--- config.mk ---
export PLATFORM = sky130hd
export DESIGN_NAME = pport_top
export DESIGN_NICKNAME = d
export VERILOG_FILES = /design/src/pport_pkg.sv /design/src/pport_sync.sv /design/src/pport_top.sv
export SDC_FILE = /design/constraint.sdc
export NUM_CORES = 1
export LEC_CHECK = 0
export BUFFER_PORTS_ARGS = -buffer_cell sky130_fd_sc_hd__buf_4
export CORE_UTILIZATION = 34
export DETAILED_ROUTE_END_ITERATION = 16
export MAX_ROUTING_LAYER = met4
export PLACE_DENSITY = 0.53
export SYNTH_ARGS = -nofsm -noshare
export SYNTH_HDL_FRONTEND = slang
export SYNTH_SLANG_ARGS = --single-unit
--- constraint.sdc ---
create_clock -name clk -period 3.67 [get_ports clk]
set_clock_uncertainty 0.15 [all_clocks]
set_input_delay 0.734 -clock clk [delete_from_list [all_inputs] [get_ports clk]]
set_output_delay 0.734 -clock clk [all_outputs]
set_load 0.03 [all_outputs]
--- src/pport_pkg.sv ---
// constants for the bidirectional printer port
package pport_pkg;
  localparam logic [15:0] OPTION_SELECT_ADDR = 16'h0102;
  localparam int          OPT_MODE_BIT       = 7;
  localparam int          OPT_SET_HI_BIT     = 6;
  localparam int          OPT_SET_LO_BIT     = 5;
  localparam logic [15:0] SET1_DATA_ADDR     = 16'h03BC;
  localparam logic [15:0] SET2_DATA_ADDR     = 16'h0378;
  localparam logic [15:0] SET3_DATA_ADDR     = 16'h0278;
  localparam logic [1:0]  SET1_CODE          = 2'h0;
  localparam logic [1:0]  SET2_CODE          = 2'h1;
  localparam logic [1:0]  SET3_CODE          = 2'h2;
  localparam logic [15:0] STATUS_OFFSET      = 16'h0001;
  localparam logic [15:0] CONTROL_OFFSET     = 16'h0002;
  localparam int          CTL_DIR_BIT        = 5;
  localparam int          CTL_IRQ_EN_BIT     = 4;
  localparam int          CTL_SELECT_BIT     = 3;
  localparam int          CTL_RESTART_BIT    = 2;
  localparam int          CTL_FEED_BIT       = 1;
  localparam int          CTL_LOAD_BIT       = 0;
  localparam int          CTL_WIDTH          = 6;
  localparam logic [7:0]  DATA_RESET         = 8'h00;
  localparam logic [5:0]  CONTROL_RESET      = 6'h00;
  localparam logic        OPT_MODE_RESET     = 1'b1;
  localparam logic [1:0]  OPT_SET_RESET      = 2'h0;
  localparam logic [1:0]  STATUS_RSVD        = 2'h3;
endpackage

--- src/pport_sync.sv ---
// two flip-flop synchroniser for connector inputs
`timescale 1ns/1ps
module pport_sync #(
  parameter int               WIDTH     = 1,
  parameter logic [WIDTH-1:0] RESET_VAL = '0
) (
  input  wire logic             clk,
  input  wire logic             rst_b,
  input  wire logic             clk_en,
  input  wire logic [WIDTH-1:0] async_in,
  output logic      [WIDTH-1:0] sync_out
);
  logic [WIDTH-1:0] meta_q;
  logic [WIDTH-1:0] meta_d;
  logic [WIDTH-1:0] sync_q;
  logic [WIDTH-1:0] sync_d;

  always_comb begin
    meta_d = clk_en ? async_in : meta_q;
    sync_d = clk_en ? meta_q : sync_q;
  end

  // both stages reset to the idle pin level, so no false edge follows reset
  always_ff @(posedge clk or negedge rst_b) begin
    if (!rst_b) begin
      meta_q <= RESET_VAL;
      sync_q <= RESET_VAL;
    end else begin
      meta_q <= meta_d;
      sync_q <= sync_d;
    end
  end

  assign sync_out = sync_q;
endmodule

--- src/pport_top.sv ---
// bidirectional printer port: data latch, pin status and line control
`timescale 1ns/1ps
module pport_top (
  input  wire logic        clk,
  input  wire logic        rst_b,
  input  wire logic        clk_en,
  input  wire logic [15:0] io_addr,
  input  wire logic        io_wr,
  input  wire logic        io_rd,
  input  wire logic [7:0]  io_wdata,
  output logic      [7:0]  io_rdata,
  output logic             io_hit,
  input  wire logic        setup_mode,
  input  wire logic        irq_ack,
  output logic             irq,
  input  wire logic [7:0]  port_data_lines_in,
  output logic      [7:0]  port_data_lines_out,
  output logic             port_data_lines_oe,
  input  wire logic        busy_in,
  input  wire logic        ack_b_in,
  input  wire logic        paper_out,
  input  wire logic        printer_online,
  input  wire logic        fault_b_in,
  output logic             load_pulse_b,
  output logic             line_feed_auto_b,
  output logic             restart_b,
  output logic             select_request_out_b
);
  // synchronised connector inputs
  logic [7:0] pins_s;
  logic [4:0] ctl_in_s;
  logic       busy_s;
  logic       ack_b_s;
  logic       paper_s;
  logic       online_s;
  logic       fault_b_s;

  pport_sync #(.WIDTH(8), .RESET_VAL(8'h00)) u_data_sync (
    .clk      (clk),
    .rst_b    (rst_b),
    .clk_en   (clk_en),
    .async_in (port_data_lines_in),
    .sync_out (pins_s)
  );

  // idle levels: not busy, acknowledge released, no fault
  pport_sync #(.WIDTH(5), .RESET_VAL(5'h09)) u_ctl_sync (
    .clk      (clk),
    .rst_b    (rst_b),
    .clk_en   (clk_en),
    .async_in ({busy_in, ack_b_in, paper_out, printer_online, fault_b_in}),
    .sync_out (ctl_in_s)
  );

  assign busy_s    = ctl_in_s[4];
  assign ack_b_s   = ctl_in_s[3];
  assign paper_s   = ctl_in_s[2];
  assign online_s  = ctl_in_s[1];
  assign fault_b_s = ctl_in_s[0];

  // register state
  logic [7:0] data_q;
  logic [7:0] data_d;
  logic [5:0] ctl_q;
  logic [5:0] ctl_d;
  logic       ext_mode_q;
  logic       ext_mode_d;
  logic [1:0] addr_set_q;
  logic [1:0] addr_set_d;
  logic       pend_q;
  logic       pend_d;
  logic       ack_prev_q;
  logic       ack_prev_d;
  logic [7:0] rdata_q;
  logic [7:0] rdata_d;

  // address decode
  logic [15:0] base_addr;
  logic        sel_data;
  logic        sel_status;
  logic        sel_ctl;
  logic        sel_option;
  logic        dir_read;
  logic        ack_rise;

  always_comb begin
    case (addr_set_q)
      pport_pkg::SET1_CODE: base_addr = pport_pkg::SET1_DATA_ADDR;
      pport_pkg::SET2_CODE: base_addr = pport_pkg::SET2_DATA_ADDR;
      pport_pkg::SET3_CODE: base_addr = pport_pkg::SET3_DATA_ADDR;
      default:              base_addr = pport_pkg::SET1_DATA_ADDR;
    endcase
  end

  assign sel_data   = (io_addr == base_addr);
  assign sel_status = (io_addr == 16'(base_addr + pport_pkg::STATUS_OFFSET));
  assign sel_ctl    = (io_addr == 16'(base_addr + pport_pkg::CONTROL_OFFSET));
  assign sel_option = setup_mode && (io_addr == pport_pkg::OPTION_SELECT_ADDR);
  assign io_hit     = sel_data | sel_status | sel_ctl;

  // direction only matters in extended mode; compatible always drives
  assign dir_read = ext_mode_q && ctl_q[pport_pkg::CTL_DIR_BIT];

  // acknowledge inactive is high; trailing edge is low to high
  assign ack_rise = ack_b_s && !ack_prev_q;

  always_comb begin
    data_d     = data_q;
    ctl_d      = ctl_q;
    ext_mode_d = ext_mode_q;
    addr_set_d = addr_set_q;
    pend_d     = pend_q;
    ack_prev_d = ack_b_s;
    rdata_d    = rdata_q;
    // write store is unconditional in both modes
    if (io_wr && sel_data) begin
      data_d = io_wdata;
    end
    if (io_wr && sel_ctl) begin
      ctl_d = io_wdata[pport_pkg::CTL_WIDTH-1:0];
    end
    // status writes fall through untouched
    if (io_wr && sel_option) begin
      ext_mode_d = ~io_wdata[pport_pkg::OPT_MODE_BIT];
      addr_set_d = io_wdata[pport_pkg::OPT_SET_HI_BIT:pport_pkg::OPT_SET_LO_BIT];
    end
    // a trailing edge in the same cycle as the clear keeps the flag set
    if (irq_ack) begin
      pend_d = 1'b0;
    end
    if (ack_rise && ctl_q[pport_pkg::CTL_IRQ_EN_BIT]) begin
      pend_d = 1'b1;
    end
    if (!ctl_q[pport_pkg::CTL_IRQ_EN_BIT]) begin
      pend_d = 1'b0;
    end
    if (io_rd) begin
      if (sel_data) begin
        rdata_d = dir_read ? pins_s : data_q;
      end else if (sel_status) begin
        rdata_d = {~busy_s, ack_b_s, paper_s, online_s, fault_b_s,
                   ~pend_q, pport_pkg::STATUS_RSVD};
      end else if (sel_ctl) begin
        rdata_d = {2'b00, 1'b0, ctl_q[pport_pkg::CTL_IRQ_EN_BIT:0]};
      end else begin
        rdata_d = 8'h00;
      end
    end
  end

  always_ff @(posedge clk or negedge rst_b) begin
    if (!rst_b) begin
      data_q     <= pport_pkg::DATA_RESET;
      ctl_q      <= pport_pkg::CONTROL_RESET;
      ext_mode_q <= ~pport_pkg::OPT_MODE_RESET;
      addr_set_q <= pport_pkg::OPT_SET_RESET;
      pend_q     <= 1'b0;
      ack_prev_q <= 1'b1;
      rdata_q    <= 8'h00;
    end else if (clk_en) begin
      data_q     <= data_d;
      ctl_q      <= ctl_d;
      ext_mode_q <= ext_mode_d;
      addr_set_q <= addr_set_d;
      pend_q     <= pend_d;
      ack_prev_q <= ack_prev_d;
      rdata_q    <= rdata_d;
    end
  end

  assign io_rdata = rdata_q;
  assign irq      = pend_q;

  // connector drive
  assign port_data_lines_out  = data_q;
  assign port_data_lines_oe   = !dir_read;
  assign select_request_out_b = ~ctl_q[pport_pkg::CTL_SELECT_BIT];
  assign restart_b            = ctl_q[pport_pkg::CTL_RESTART_BIT];
  assign line_feed_auto_b     = ~ctl_q[pport_pkg::CTL_FEED_BIT];
  assign load_pulse_b         = ~ctl_q[pport_pkg::CTL_LOAD_BIT];
endmodule

==> results.cfg <==
[worst_setup_path]
crit_required_ns = 2.79
critPathMaxFanout = 3
endpoint_kind = output port
crit_chain = inv_1 > ha_1 > or3_4 > a211oi_1 > and3_1 > buf_4
crit_path_max_incr_delay_ns = 0.39
crit_type = reg2out
cp_slowest_cell = or3_4
cp-start-kind = flop
cp_data_arrival_time_ns = 2.16

[pwr]
combPwrFrac_pct = 10.2
pwr-share-seq_pct = 55.2
ir_drop_uv = 162
p_leak_nw = 1.46
clock_power_share_pct = 34.6
power_density_nw_per_um2 = 377
intPower_mw = 0.920
p_switching_mw = 0.250
swShare_pct = 21.4

[cts]
clockBufferDepth = 2
postCtsHoldBufs = 0
cts_resized = 0
cts_tree = built
cts-root-buf = clkbuf_8
clk_latency_ns = 0.30
clkSinkCount = 53
numCtsBuffers = 5
htree_levels = 2
clk_pin_slew_ns = 0.09
postCtsSetupRepairBufs = 0

[global_route]
first_global_vias = 1665
grt_max_degree = 54
track_usage_pct = 15.7
grt-ovfl-total = 0
antenna_found_initial = 0
grt_util_met1_pct = 19.8
grt_pass1_wl_mm = 8.60
global_route.usage.met2_pct = 25.4
grtUsageMet3_pct = 3.14
gr-max-usage-layer = met2

[layout]
layout.nets = 300
fin_util_pct = 45.4
fillers = 652
area_growth_pct = 28.4
drive_above_1_share_pct = 50.8
antenna-diode-count = 0

[floorplanning]
start_util_pct = 35.3
ios = 67
chipWidth_um = 86.3
die_area_um2 = 7440
coreArea_um2 = 6830
die_h_um = 86.3
rows = 30

[yosys]
postSynthAreaPerCell_um2 = 12.8
syn_nets = 234
yosys_warnings = 0
synth_ff_type = dfrtp_1
synth_top_area_cell = dfrtp_1
synth_edf_count = 0
synth.area.top_cells = dfrtp_1 50%, mux2_2 22%, dfstp_2 5.4%, mux2i_1 2.5%, nand2_1 2.3%
ys_seq_elements = 53
synthCells = 189
async_flop_share_pct = 100
synth.top_cell.area_share_pct = 49.7
ys_seq_area_share_pct = 55.2
synth_area_um2 = 2410
ys_types = 38

[worst_hold_path]
hold_class = in2async

[sta]
finalSetupViolCount = 0
max_freq_mhz = 328
tightest_slew_ns = 0.671
slew_viol_final = 0
relSlewSlack_pct = 55.2
finalSetupTns_ns = 0
fin_crit_ns = 3.05
grt_setup_unrepaired = no
hold_viol = 0
hold_ws_ns = 0.311
post-route-period-util_pct = 83.0

[drt]
wl_per_cell_um = 15.2
drcViolationCount = 0
drt_wl_total_mm = 5.37
drtIter0Drc = 68
vias = 1683
via_per_inst = 4.78
dr.pass1.iters = 4
ant_nets = 0

[flow_run]
maxCapViolations = 0

[placed_design]
io_buffers = 66
dp_hpwl_mm = 3.82
gp_congestion = 0.711

[status]
outcome = finished, final reports clean
==> cell usage in the layout, fill, tap and decap left out, drive strengths merged, types with 2 or more instances in the layout <==
| master | instances |
|---|---|
| buf | 68 |
| nor3 | 3 |
| nand2b | 4 |
| or3 | 2 |
| and3 | 2 |
| a31oi | 2 |
| o31ai | 3 |
| clkbuf | 7 |
| nor2 | 4 |
| mux2i | 6 |
| inv | 6 |
| o311ai | 2 |
| and2 | 2 |
| dfrtp | 48 |
| a21oi | 5 |
| o21ai | 7 |
| mux2 | 48 |
| nand4 | 3 |
| nand2 | 15 |
| dfstp | 5 |
==> state kept, by name, summed over array words and instances (netlist names) <==
| register | flops |
|---|---|
| u_data_sync.sync_out | 8 |
| addr_set_q | 2 |
| ctl_q | 6 |
| port_data_lines_out | 8 |
| u_data_sync.meta_q | 8 |
| ack_prev_q | 1 |
| u_ctl_sync.meta_q | 5 |
| irq | 1 |
| io_rdata | 8 |
| ext_mode_q | 1 |
| u_ctl_sync.sync_out | 5 |
==> Yosys cell counts, types with 2 or more instances <==
cell,number
clkbuf_1,4
dfrtp_1,48
nand2_1,15
buf_2,2
nor3_1,2
and3_1,2
a31oi_1,2
a21oi_1,5
nand2b_1,4
o21ai_0,7
inv_1,6
and2_0,2
nand4_1,3
mux2i_1,6
nor2_1,4
dfstp_2,5
o31ai_1,3
o311ai_0,2
mux2_2,48
==> per-layer routing <==
metal	wire, um	vias to the layer above	part of all wire [%]
met5	0	-	0
met3	246	7	4.6
met2	2590	42	48
met1	2450	832	46
met4	82	0	1.5
li1	-	802	-
==> kinds of logic (layout without fill, tap and decap cells) <==
kind of cell | Yosys count | after routing | synth area share (%)
mux | 54 | 54 | 24.9
flops | 53 | 53 | 55.2
simple gates | 43 | 43 | 9.95
compound gates | 22 | 22 | 5.70
buf+inv | 15 | 82 | 3.42
fa+ha+maj | 1 | 1 | 0.518
xor+xnor | 1 | 1 | 0.363
==> power by group through the flow <==
| stage | clock network [mW] | registers, mW | logic [mW] |
|---|---|---|---|
| detailed placement | 0 | 0.658 | 0.122 |
| CTS | 0.424 | 0.646 | 0.122 |
| finish | 0.404 | 0.646 | 0.119 |
| global placement | 0 | 0.657 | 0.120 |
| floorplan | 0 | 0.651 | 0.0637 |
| global route | 0.447 | 0.651 | 0.131 |
==> stage by stage <==
stage	instances	worst slack, ns	area (um2)	total power [mW]
after floorplan	189	1.01	2410	0.714
after global placement	344	0.856	2990	0.777
after detailed placement	344	0.838	2990	0.780
after CTS	352	0.620	3100	1.19
after global routing	352	0.507	3100	1.23
final	352	0.624	3100	1.17
==> worst paths after layout <==
| check | startpoint | end | slack [ns] | cells after the start |
|---|---|---|---|---|
| setup / recovery | addr_set_q[0] | io_hit | 0.62 | 6 |
| hold / removal | rst_b | u_ctl_sync.meta_q[1] | 0.31 | 1 |
| max in group asynchronous | rst_b | ctl_q[2] | 2.61 | 1 |
| setup reg to reg | addr_set_q[0] | port_data_lines_out[0] | 1.00 | 7 |
| hold reg to reg | io_rdata[5] | io_rdata[5] | 0.35 | 2 |
| min in group clk | io_rdata[5] | io_rdata[5] | 0.35 | 2 |
==> layout make-up <==
type / instances / area [um2] / share of cell area (%)
tap: 96 / 120 / 3.87
timing repair buffer: 68 / 510 / 16.5
inverter: 6 / 22.5 / 0.726
sequential: 53 / 1330 / 43.0
multi-input combinational: 121 / 1000 / 32.2
clock buffer: 7 / 86.3 / 2.78
clock inverter: 1 / 30.0 / 0.968
==> critical path: cells and delay by family, from the launching register on <==
family                   cells  cell delay, ns
adder cells (fa/ha/maj)      1            0.31
AND/OR/NAND/NOR              2            0.61
AO/OA/AOI/OAI                1            0.38
flip-flops                   1            0.36
buffers and inverters        2            0.21
Power figures use the tool's default switching activity.
